===== src/verilog/apc_regs.vh =====
// register offsets, field positions, reset values and timing counts
// included by every design file of the amplifier configuration block
`ifndef APC_REGS_VH
`define APC_REGS_VH

// ****************************************
// register offsets
// ****************************************
`define APC_ADDR_POWER      7'h02
`define APC_ADDR_CHAN_PDN   7'h03
`define APC_ADDR_MISC       7'h04
`define APC_ADDR_RAMP       7'h05
`define APC_ADDR_VOLCFG     7'h06
`define APC_ADDR_MVOL_INT   7'h07
`define APC_ADDR_MVOL_FRAC  7'h08
`define APC_ADDR_CVOL_A1    7'h09
`define APC_ADDR_CMUTE      7'h13

// ****************************************
// field positions
// ****************************************
`define APC_BIT_SLEEP       0
`define APC_BIT_OFFSTATE    1
`define APC_BIT_FREEZE      2
`define APC_BIT_AMHOP       3
`define APC_BIT_MUTE50      3
`define APC_BIT_SHARED      7

// ****************************************
// reset values and write masks
// ****************************************
`define APC_RST_POWER       8'h01
`define APC_RST_CHAN_PDN    8'hFF
`define APC_RST_MISC        8'h20
`define APC_RST_RAMP        8'h01
`define APC_RST_VOLCFG      8'h40
`define APC_MASK_POWER      8'h03
`define APC_MASK_CHAN_PDN   8'h3F
`define APC_MASK_MISC       8'hEF
`define APC_MASK_RAMP       8'h1B
`define APC_MASK_VOLCFG     8'hE8

// ****************************************
// modes
// ****************************************
`define APC_RAMP_NONE       2'h0
`define APC_RAMP_DOWN       2'h1
`define APC_RAMP_BOTH       2'h3
`define APC_LCM_IMMED       2'h0
`define APC_LCM_ZC          2'h1
`define APC_LCM_SOFT        2'h2
`define APC_LCM_SOFTZC      2'h3

// ****************************************
// timing (ref clock 250 MHz)
// ****************************************
`define APC_CLK_MHZ         250
`define APC_RAMP_MS_0       100
`define APC_RAMP_MS_1       200
`define APC_RAMP_MS_2       300
`define APC_RAMP_MS_3       650
`define APC_ZC_US_SLOW      18700
`define APC_ZC_US_FAST      17000
`define APC_ZC_CYC_SLOW     (`APC_ZC_US_SLOW * `APC_CLK_MHZ)
`define APC_ZC_CYC_FAST     (`APC_ZC_US_FAST * `APC_CLK_MHZ)
`define APC_DUTY_MAX        8'hFF
`define APC_DUTY_HALF       8'h80

`endif


===== src/verilog/apc_chan_ramp.v =====
// one output channel: bias ramp to and from 50% duty, sleep drive
// assumes a pwm count enable and a duty target from the audio duty path
`timescale 1ns/1ns
`include "apc_regs.vh"

module apc_chan_ramp #(
   parameter STEP_W = 24
) (
   input  wire              refClk,
   input  wire              resetN,
   input  wire              sleep,
   input  wire              offState,
   input  wire [1:0]        rampSel,
   input  wire [STEP_W-1:0] stepCycles,
   input  wire [7:0]        audioDuty,
   input  wire              dutyStrobe,
   output reg               posPulse,
   output reg               negPulse,
   output reg               active
);

   localparam ST_OFF  = 2'h0;
   localparam ST_UP   = 2'h1;
   localparam ST_RUN  = 2'h2;
   localparam ST_DOWN = 2'h3;

   reg [1:0]        state;
   reg [7:0]        rampDuty;
   reg [STEP_W-1:0] stepCnt;
   reg [7:0]        pwmCnt;
   reg [1:0]        next_state;
   reg [7:0]        duty;

   wire upEn   = (rampSel == `APC_RAMP_BOTH);
   wire downEn = (rampSel == `APC_RAMP_BOTH) || (rampSel == `APC_RAMP_DOWN);
   wire stepHit = (stepCnt >= stepCycles);

   // ****************************************
   // ramp state
   // ****************************************
   always @* begin
      next_state = state;
      case (state)
         ST_OFF:  if (!sleep) next_state = upEn ? ST_UP : ST_RUN;
         ST_UP:   if (sleep) next_state = downEn ? ST_DOWN : ST_OFF;
                  else if (rampDuty == `APC_DUTY_HALF && stepHit &&
                           rampSel == `APC_RAMP_DOWN)
                     next_state = ST_RUN;
         ST_RUN:  if (sleep) next_state = downEn ? ST_DOWN : ST_OFF;
         ST_DOWN: if (rampDuty == 8'h00 && stepHit) next_state = ST_OFF;
         default: next_state = ST_OFF;
      endcase
   end

   always @(posedge refClk or negedge resetN) begin
      if (!resetN) begin
         state    <= ST_OFF;
         rampDuty <= 8'h00;
         stepCnt  <= {STEP_W{1'b0}};
      end else begin
         state   <= next_state;
         stepCnt <= (stepHit || state == ST_OFF || state == ST_RUN) ?
                    {STEP_W{1'b0}} : stepCnt + 1'b1;
         if (state == ST_RUN)
            rampDuty <= `APC_DUTY_HALF;
         else if (state == ST_OFF)
            rampDuty <= 8'h00;
         else if (stepHit && state == ST_UP && rampDuty != `APC_DUTY_HALF)
            rampDuty <= rampDuty + 8'h01;
         else if (stepHit && state == ST_DOWN && rampDuty != 8'h00)
            rampDuty <= rampDuty - 8'h01;
      end
   end

   // ****************************************
   // pwm output
   // ****************************************
   always @* begin
      duty = (state == ST_RUN) ? audioDuty : rampDuty;
   end

   always @(posedge refClk or negedge resetN) begin
      if (!resetN) begin
         pwmCnt   <= 8'h00;
         posPulse <= 1'b0;
         negPulse <= 1'b0;
         active   <= 1'b0;
      end else begin
         // one pwm count per enable, wraps every 256 counts
         pwmCnt <= dutyStrobe ? pwmCnt + 8'h01 : pwmCnt;
         active <= (state != ST_OFF);
         if (state == ST_OFF) begin
            posPulse <= 1'b0;
            negPulse <= offState;
         end else begin
            posPulse <= (pwmCnt < duty);
            negPulse <= !(pwmCnt < duty);
         end
      end
   end

endmodule // apc_chan_ramp


===== src/verilog/apc_level_track.v =====
// one channel level tracker: immediate, zero cross, soft ramp modes
// levels in eighth-dB units, lrTick is one per left/right period
`timescale 1ns/1ns
`include "apc_regs.vh"

module apc_level_track #(
   parameter TO_W = 23
) (
   input  wire            refClk,
   input  wire            resetN,
   input  wire [11:0]     target,
   input  wire [1:0]      mode,
   input  wire            lrTick,
   input  wire            zeroCross,
   input  wire [TO_W-1:0] timeout,
   output reg  [11:0]     level
);

   reg [TO_W-1:0] toCnt;
   wire differs   = (level != target);
   wire zcOk      = zeroCross || (toCnt >= timeout);
   wire up        = ($signed(target) > $signed(level));
   wire [11:0] stepped = up ? level + 12'h001 : level - 12'h001;

   // ****************************************
   // level update
   // ****************************************
   always @(posedge refClk or negedge resetN) begin
      if (!resetN) begin
         level <= 12'h000;
         toCnt <= {TO_W{1'b0}};
      end else begin
         toCnt <= (!differs || zcOk) ? {TO_W{1'b0}} : toCnt + 1'b1;
         case (mode)
            `APC_LCM_IMMED:  level <= target;
            `APC_LCM_ZC:     if (differs && zcOk)
                                level <= target;
            `APC_LCM_SOFT:   if (differs && lrTick)
                                level <= stepped;
            `APC_LCM_SOFTZC: if (differs && zcOk)
                                level <= stepped;
            default:         level <= target;
         endcase
      end
   end

endmodule // apc_level_track


===== src/verilog/apc_config_top.v =====
// amplifier power, ramp and volume behaviour configuration bank
// registers reached over a byte-wide control port, one clock domain
`timescale 1ns/1ns
`include "apc_regs.vh"

module apc_config_top #(
   parameter NCH     = 6,
   parameter STEP_W  = 24,
   parameter TO_W    = 23,
   parameter ZC_SLOW = `APC_ZC_CYC_SLOW,
   parameter ZC_FAST = `APC_ZC_CYC_FAST
) (
   input  wire             ref_clk,
   input  wire             reset_n,
   input  wire [6:0]       regAddr,
   input  wire             regWrite,
   input  wire             regRead,
   input  wire [7:0]       regWdata,
   output reg  [7:0]       regRdata,
   input  wire             lrTick,
   input  wire [NCH-1:0]   zeroCross,
   input  wire [NCH*8-1:0] audioDuty,
   input  wire [NCH*8-1:0] supplyCorr,
   input  wire             supplyRejectEn,
   input  wire [NCH-1:0]   muteReq,
   output reg  [NCH-1:0]   posPulseOut,
   output reg  [NCH-1:0]   negPulseOut,
   output reg              deviceAwake,
   output reg  [2:0]       audioFormatSel,
   output reg  [1:0]       emphasisFilterSel,
   output reg              amBandHopEn,
   output reg  [NCH*12-1:0] chanLevel
);

   // ****************************************
   // register storage
   // ****************************************
   reg [7:0]       powerReg;
   reg [7:0]       chanPdnReg;
   reg [7:0]       miscReg;
   reg [7:0]       rampReg;
   reg [7:0]       volCfgReg;
   reg [7:0]       mvolInt;
   reg [1:0]       mvolFrac;
   reg [7:0]       cvolInt [0:NCH-1];
   reg [NCH-1:0]   cmuteReg;
   // applied copies, held while frozen
   reg [9:0]       mvolApplied;
   reg [7:0]       cvolApplied [0:NCH-1];
   reg [NCH-1:0]   cmuteApplied;
   reg [7:0]       dutyStrobeCnt;
   integer         i;
   integer         j;
   integer         k;

   // ****************************************
   // field decode
   // ****************************************
   wire globalSleep = powerReg[`APC_BIT_SLEEP];
   wire offState    = powerReg[`APC_BIT_OFFSTATE];
   wire freeze      = miscReg[`APC_BIT_FREEZE];
   wire sharedLevel = volCfgReg[`APC_BIT_SHARED];
   wire mute50      = volCfgReg[`APC_BIT_MUTE50];
   wire [1:0] lcMode   = volCfgReg[6:5];
   wire [1:0] rampSel  = rampReg[4:3];
   wire [1:0] rampSpd  = rampReg[1:0];
   wire hopOn          = miscReg[`APC_BIT_AMHOP];
   wire dutyStrobe     = (dutyStrobeCnt == 8'h00);

   // ****************************************
   // helper functions
   // ****************************************
   localparam [7:0] VOL_MAX = 8'h18;

   // integer volume above +24 dB acts as +24 dB
   function [7:0] clampVol;
      input [7:0] v;
      begin
         if (!v[7] && v > VOL_MAX)
            clampVol = VOL_MAX;
         else
            clampVol = v;
      end
   endfunction

   // duty plus correction, held at full scale
   function [7:0] satAdd;
      input [7:0] a;
      input [7:0] b;
      reg   [8:0] s;
      begin
         s      = {1'b0, a} + {1'b0, b};
         satAdd = s[8] ? `APC_DUTY_MAX : s[7:0];
      end
   endfunction

   function [STEP_W-1:0] stepFor;
      input [1:0] spd;
      reg [31:0] ms;
      reg [31:0] cyc;
      begin
         case (spd)
            2'h0:    ms = `APC_RAMP_MS_0;
            2'h1:    ms = `APC_RAMP_MS_1;
            2'h2:    ms = `APC_RAMP_MS_2;
            default: ms = `APC_RAMP_MS_3;
         endcase
         // 128 duty steps cover the ramp from zero to half
         cyc     = ms * 32'd1000 * `APC_CLK_MHZ / 32'd128;
         stepFor = cyc[STEP_W-1:0];
      end
   endfunction

   // one pwm count per 4 clocks, per 9 with hop on: rate / 2.25
   wire [7:0] strobeLast = hopOn ? 8'h08 : 8'h03;

   // ****************************************
   // register write port
   // ****************************************
   always @(posedge ref_clk or negedge reset_n) begin
      if (!reset_n) begin
         powerReg   <= `APC_RST_POWER;
         chanPdnReg <= `APC_RST_CHAN_PDN;
         miscReg    <= `APC_RST_MISC;
         rampReg    <= `APC_RST_RAMP;
         volCfgReg  <= `APC_RST_VOLCFG;
         mvolInt    <= 8'h00;
         mvolFrac   <= 2'h0;
         cmuteReg   <= {NCH{1'b0}};
         for (i = 0; i < NCH; i = i + 1)
            cvolInt[i] <= 8'h00;
      end else if (regWrite) begin
         case (regAddr)
            `APC_ADDR_POWER:    powerReg   <= regWdata & `APC_MASK_POWER;
            `APC_ADDR_CHAN_PDN: chanPdnReg <= regWdata & `APC_MASK_CHAN_PDN;
            `APC_ADDR_MISC:     miscReg    <= regWdata & `APC_MASK_MISC;
            `APC_ADDR_RAMP:     rampReg    <= regWdata & `APC_MASK_RAMP;
            `APC_ADDR_VOLCFG:   volCfgReg  <= regWdata & `APC_MASK_VOLCFG;
            `APC_ADDR_MVOL_INT: mvolInt    <= regWdata;
            `APC_ADDR_MVOL_FRAC: mvolFrac  <= regWdata[1:0];
            `APC_ADDR_CMUTE:    cmuteReg   <= regWdata[NCH-1:0];
            default: begin
               for (i = 0; i < NCH; i = i + 1)
                  if (regAddr == `APC_ADDR_CVOL_A1 + i[6:0])
                     cvolInt[i] <= regWdata;
            end
         endcase
      end
   end // reserved bits masked

   // ****************************************
   // register read port
   // ****************************************
   always @(posedge ref_clk or negedge reset_n) begin
      if (!reset_n) begin
         regRdata <= 8'h00;
      end else if (regRead) begin
         case (regAddr)
            `APC_ADDR_POWER:     regRdata <= powerReg;
            `APC_ADDR_CHAN_PDN:  regRdata <= chanPdnReg;
            `APC_ADDR_MISC:      regRdata <= miscReg;
            `APC_ADDR_RAMP:      regRdata <= rampReg;
            `APC_ADDR_VOLCFG:    regRdata <= volCfgReg;
            `APC_ADDR_MVOL_INT:  regRdata <= mvolInt;
            `APC_ADDR_MVOL_FRAC: regRdata <= {6'h00, mvolFrac};
            `APC_ADDR_CMUTE:     regRdata <= {{(8-NCH){1'b0}}, cmuteReg};
            default: begin
               regRdata <= 8'h00;
               for (j = 0; j < NCH; j = j + 1)
                  if (regAddr == `APC_ADDR_CVOL_A1 + j[6:0])
                     regRdata <= cvolInt[j];
            end
         endcase
      end
   end

   // ****************************************
   // freeze and config outputs
   // ****************************************
   always @(posedge ref_clk or negedge reset_n) begin
      if (!reset_n) begin
         mvolApplied       <= 10'h000;
         cmuteApplied      <= {NCH{1'b0}};
         deviceAwake       <= 1'b0;
         audioFormatSel    <= 3'h1;
         emphasisFilterSel <= 2'h0;
         amBandHopEn       <= 1'b0;
         dutyStrobeCnt     <= 8'h00;
         for (k = 0; k < NCH; k = k + 1)
            cvolApplied[k] <= 8'h00;
      end else begin
         if (!freeze) begin
            mvolApplied  <= {clampVol(mvolInt), mvolFrac};
            cmuteApplied <= cmuteReg;
            for (k = 0; k < NCH; k = k + 1)
               cvolApplied[k] <= clampVol(sharedLevel ? cvolInt[0] :
                                          cvolInt[k]);
         end
         deviceAwake       <= !globalSleep;
         audioFormatSel    <= miscReg[7:5];
         emphasisFilterSel <= miscReg[1:0];
         amBandHopEn       <= hopOn;
         dutyStrobeCnt     <= (dutyStrobeCnt >= strobeLast) ?
                              8'h00 : dutyStrobeCnt + 8'h01;
      end
   end

   // ****************************************
   // per channel level and output
   // ****************************************
   wire [STEP_W-1:0] stepCycles = stepFor(rampSpd);
   wire [TO_W-1:0]   zcTimeout  = hopOn ? ZC_FAST[TO_W-1:0] :
                                          ZC_SLOW[TO_W-1:0];
   wire [NCH-1:0]    posW;
   wire [NCH-1:0]    negW;
   // per channel applied levels, registered below
   wire [NCH*12-1:0] lvlAll;

   genvar g;
   generate
      for (g = 0; g < NCH; g = g + 1) begin : gCh
         wire        muted = cmuteApplied[g] | muteReq[g];
         // eighth-dB target: master quarter-dB doubled, channel dB x 8
         wire [11:0] vol   = {mvolApplied[9], mvolApplied, 1'b0} +
                             {cvolApplied[g][7], cvolApplied[g], 3'h0};
         wire [11:0] floorLvl = 12'hC08;
         wire [11:0] target   = muted ? floorLvl : vol;
         wire [11:0] lvl      = lvlAll[g*12 +: 12];
         wire        atFloor  = (lvl == floorLvl);
         wire [7:0]  sig      = audioDuty[g*8 +: 8];
         wire [7:0]  corr     = supplyCorr[g*8 +: 8];
         wire        fullMute = muted && atFloor && mute50;
         // exact half duty once muted at the floor with mute50 set, no rejection feedback while muted with mute50 set
         wire [7:0]  duty = fullMute ? `APC_DUTY_HALF :
                            (supplyRejectEn && !(muted && mute50)) ?
                            satAdd(sig, corr) : sig;
         apc_level_track #(.TO_W(TO_W)) uLvl (
            .refClk    (ref_clk),
            .resetN    (reset_n),
            .target    (target),
            .mode      (lcMode),
            .lrTick    (lrTick),
            .zeroCross (zeroCross[g]),
            .timeout   (zcTimeout),
            .level     (lvlAll[g*12 +: 12])
         );
         apc_chan_ramp #(.STEP_W(STEP_W)) uRamp (
            .refClk     (ref_clk),
            .resetN     (reset_n),
            .sleep      (globalSleep | chanPdnReg[g]),
            .offState   (offState),
            .rampSel    (rampSel),
            .stepCycles (stepCycles),
            .audioDuty  (duty),
            .dutyStrobe (dutyStrobe),
            .posPulse   (posW[g]),
            .negPulse   (negW[g]),
            .active     ()
         );
      end
   endgenerate

   // ****************************************
   // output registers
   // ****************************************
   always @(posedge ref_clk or negedge reset_n) begin
      if (!reset_n) begin
         posPulseOut <= {NCH{1'b0}};
         negPulseOut <= {NCH{1'b0}};
         chanLevel   <= {NCH*12{1'b0}};
      end else begin
         posPulseOut <= posW;
         negPulseOut <= negW;
         chanLevel   <= lvlAll;
      end
   end

endmodule // apc_config_top


===== config.mk =====
export PLATFORM = sky130hd
export DESIGN_NAME = apc_config_top
export DESIGN_NICKNAME = d
export VERILOG_FILES = /design/src/verilog/apc_chan_ramp.v /design/src/verilog/apc_level_track.v /design/src/verilog/apc_config_top.v
export VERILOG_INCLUDE_DIRS = /design/src /design/src/verilog
export SDC_FILE = /design/constraint.sdc
export NUM_CORES = 2
export LEC_CHECK = 0
export ABC_AREA = 1
export CORE_MARGIN = 3
export CORE_UTILIZATION = 62
export DETAILED_ROUTE_END_ITERATION = 7
export DONT_BUFFER_PORTS = 1
export GPL_TIMING_DRIVEN = 0
export PLACE_DENSITY = 0.81
export SLEW_MARGIN = 20
export SYNTH_ARGS = -nofsm -noshare
export SYNTH_HDL_FRONTEND = slang
export SYNTH_SLANG_ARGS = --single-unit
export TNS_END_PERCENT = 10

===== constraint.sdc =====
create_clock -name ref_clk -period 8.8 [get_ports ref_clk]
set_input_delay 2.64 -clock ref_clk [delete_from_list [all_inputs] [get_ports ref_clk]]
set_output_delay 2.64 -clock ref_clk [all_outputs]
set_load 0.01 [all_outputs]

==> out/qor.csv <==
stage,metric,value,unit
clock_tree,insertion_delay,0.65,ns
yosys,netlist.area_leader.share,36.5,%
global_routing,grt_pass1_wl,216000,um
sta,setup_tns,0,ns
routing,via_per_inst,5.86,
floorplanning,die_y,288,um
yosys,synth.most_common_cell,nand2_1,
worst_setup_path,r2r_cells,34,
yosys,syn_avg_cell_area,7.95,um^2
power,p_per_area,245,nW/um^2
clock_tree,cts_repair_resize_count,0,
worst_setup_path,critPathSlowestCell,ha_1,
yosys,ys.flop_type,dfrtp_1,
clock_tree,cts_hold_buf,0,
yosys,ys_seq_area_share,37.2,%
worst_setup_path,crit_top_cell,ha_1,
worst_setup_path,critical_path.max_fanout,23,
routing,drt-total-wl,135000,um
hold_path,whs_path_depth,0,
sta,worstMarginPinSlew,1.22,ns
clock_tree,clkSinkCount,733,
yosys,ys_top_cells_by_count,"nand2_1, inv_1, dfrtp_1",
power,peakVddDrop,0.000214,V
finish,finish.instance_area,53800,um^2
finish,area_delta_synth_final,8.89,%
worst_setup_path,reg2reg_from,rampReg[0],
sta,relSlewSlack,18.6,%
yosys,synth_top_family_by_area,simple AND/OR/NAND/NOR gates,
clock_tree,cts.clk_slew.worst_paths,0.07,ns
global_routing,grt-ovfl-total,0,
routing,ant_nets,0,
clock_tree,cts_setup_buffers,0,
placed_design,portBuffers,0,
yosys,netlist_instances,6217,
yosys,synth-simple-area-share,24.5,%
finish,nNetsFinal,6992,
yosys,synthDistinctLibCells,80,
worst_setup_path,cp-start-kind,flip-flop,
global_routing,grt_pass1_vias,42135,
global_routing,antenna_found_initial,9,
sta,finalCritPeriodShare,92.9,%
sta,finClkSkew,0.0215,ns
clock_tree,cts_tree,built,
placed_design,place_area,50800,um^2
routing,drt-wirelength-per-cell,18.1,um
floorplanning,initial_utilization,63.1,%
yosys,synth-compound-area-share,13.0,%
worst_setup_path,arrival,8.70,ns
hold_path,hp-start,gCh[0].uRamp.posPulse,
yosys,netlist_top_cells_area,"dfrtp_1, ha_1, nand2_1, inv_1, nor2_1",
yosys,async_flop_share,100,%
sta,fmax,122,MHz
yosys,synthAdderAreaFrac,14.2,%
worst_setup_path,reg2reg_to,gCh[1].uRamp.rampDuty[7],
yosys,syn_area,49400,um^2
routing,firstDrtPassIters,6,
floorplanning,dieArea,83100,um^2
clock_tree,cts_buffer_depth,3,
floorplanning,ioPinCount,228,
placed_design,place.gp.congestion,0.985,
sta,finalCriticalPeriod,8.17,ns
sta,drv_slew,0,
worst_setup_path,r2r_slack,0.63,ns
worst_setup_path,cp.required,9.32,ns
worst_setup_path,cp-end-kind,flip-flop,
yosys,synth_top_cell_by_area,dfrtp_1,
routing,drc_errors,0,
global_routing,grt_max_degree,734,
status,status,finished clean,
worst_setup_path,max_stage_delay,1.23,ns
yosys,synthMuxAreaShare,0.0203,%
placed_design,hpwl,99500,um
clock_tree,htreeDepth,3,
flow_run,maxCapViolations,0,
hold_path,min_to,posPulseOut[0],
sta,hold_viol,0,
yosys,synth-seq-cells,733,
clock_tree,clockRootBuffer,clkbuf_16,
global_routing,track_usage,32.2,%
sta,setup_viol,0,
power,p_total,13.2,mW
routing,via_count,43563,
finish,layout-drive-gt1-share,5.97,%
yosys,yosys_warnings,0,
floorplanning,core_area,78200,um^2
power,p_leak,26.4,nW
clock_tree,cts_buffers,84,
yosys,yosys.area_share.xor_xnor,4.11,%
routing,drtIter0Drc,3374,
worst_setup_path,path_class,flip-flop to flip-flop,
floorplanning,fp.dieW,288,um
hold_path,min_path_type,flip-flop to flip-flop,
yosys,synth_edf_count,0,
floorplanning,std_cell_rows,102,
sta,rsz0062_at_grt,no,
## worst max-delay path, delay by kind of cell, from the launching register on
kind	cells	cell delay, ns
AND/OR/NAND/NOR	12	1.57
flip-flops	1	0.62
adder cells (fa/ha/maj)	8	3.27
buffers and inverters	4	0.75
AO/OA/AOI/OAI	8	1.33
XOR/XNOR	2	0.48
## metrics by stage
step | utilization, % | std cells | hold slack (ns) | worst slack [ns]
3_5_place_dp | 64.9 | 7267 | 0.336 | 0.721
3_3_place_gp | 64.8 | 7265 | 0.334 | 0.859
2_1_floorplan | - | 6225 | 0.331 | 2.35
4_1_cts | 68.6 | 7422 | 0.339 | 0.689
6_report | 68.7 | 7428 | 0.338 | 0.625
5_1_grt | 68.7 | 7426 | 0.353 | 0.0423
## final cells by class
class / instances / area, um^2
diodes: 2 / 5.00
plain buffers: 102 / 504
clock buffers: 121 / 2460
clock inverters: 34 / 450
fillers: 6215 / 24400
inverters: 786 / 2950
multi-input cells: 4604 / 27600
flip-flops and latches: 733 / 18400
well taps: 1040 / 1300
repair buffers: 6 / 138
## registers in the layout, summed over array words and instances (netlist names), 8 cells and up
| signal | flops |
|---|---|
| dutyStrobeCnt | 8 |
| cvolInt | 48 |
| mvolApplied | 10 |
| gCh.uLvl.toCnt | 138 |
| cvolApplied | 48 |
| gCh.uLvl.level | 72 |
| regRdata | 8 |
| gCh.uRamp.stepCnt | 144 |
| mvolInt | 8 |
| gCh.uRamp.pwmCnt | 48 |
| chanLevel | 72 |
| gCh.uRamp.state | 12 |
| gCh.uRamp.rampDuty | 48 |
## how the worst max path moves through the flow
| stage | cells past startpoint | end | start | slack (ns) |
|---|---|---|---|---|
| final | 34 | gCh[1].uRamp.rampDuty[7] | rampReg[0] | 0.63 |
| after CTS | 33 | gCh[5].uRamp.rampDuty[7] | rampReg[0] | 0.69 |
| after global routing | 36 | gCh[1].uRamp.rampDuty[7] | rampReg[0] | 0.04 |
| after global placement | 35 | gCh[2].uRamp.rampDuty[7] | rampReg[0] | 0.86 |
| after detailed placement | 34 | gCh[1].uRamp.rampDuty[7] | rampReg[0] | 0.72 |
| after floorplan | 19 | gCh[3].uLvl.level[7] | muteReq[3] | 2.35 |
## cells in the final DEF (no fill, tap or decap), types with 24 or more instances in the layout
cell type	n
a31oi_1	39
nor2_2	38
nor3b_1	43
nor4_1	63
a21oi_1	449
xnor2_1	74
nor3_1	166
ha_1	520
nand4_1	88
o211ai_1	34
fa_1	25
o22ai_1	32
inv_1	771
nand2_1	1219
xor2_1	158
clkbuf_16	84
dfrtp_1	720
clkbuf_1	78
nor3_2	24
nand3_1	259
nor3b_2	27
o21ai_0	443
nor2_1	617
## per-layer routing
metal  GRT usage [%]  share of wire [%]  vias to the layer above
li1                -                  -                    21054
met3            6.53                8.0                      384
met4            14.7                5.0                       14
met5               0              0.075                        -
met1            41.3                 41                    20574
met2            52.8                 46                     1537
## report_power, final
group	switching, mW	internal, mW
combinational	3.34	1.88
sequential	0.494	3.81
clock	1.51	2.17
total	5.34	7.86
## cells by family (layout without fill, tap and decap cells)
kind of cell	count (synthesis)	count (layout)
mux	1	1
fa+ha+maj	546	546
compound gates	1157	1157
flops	733	733
buf+inv	888	1049
simple gates	2659	2659
other cells	1	11
xor+xnor	232	232
Note: power is estimated with default switching activity, not from simulation.
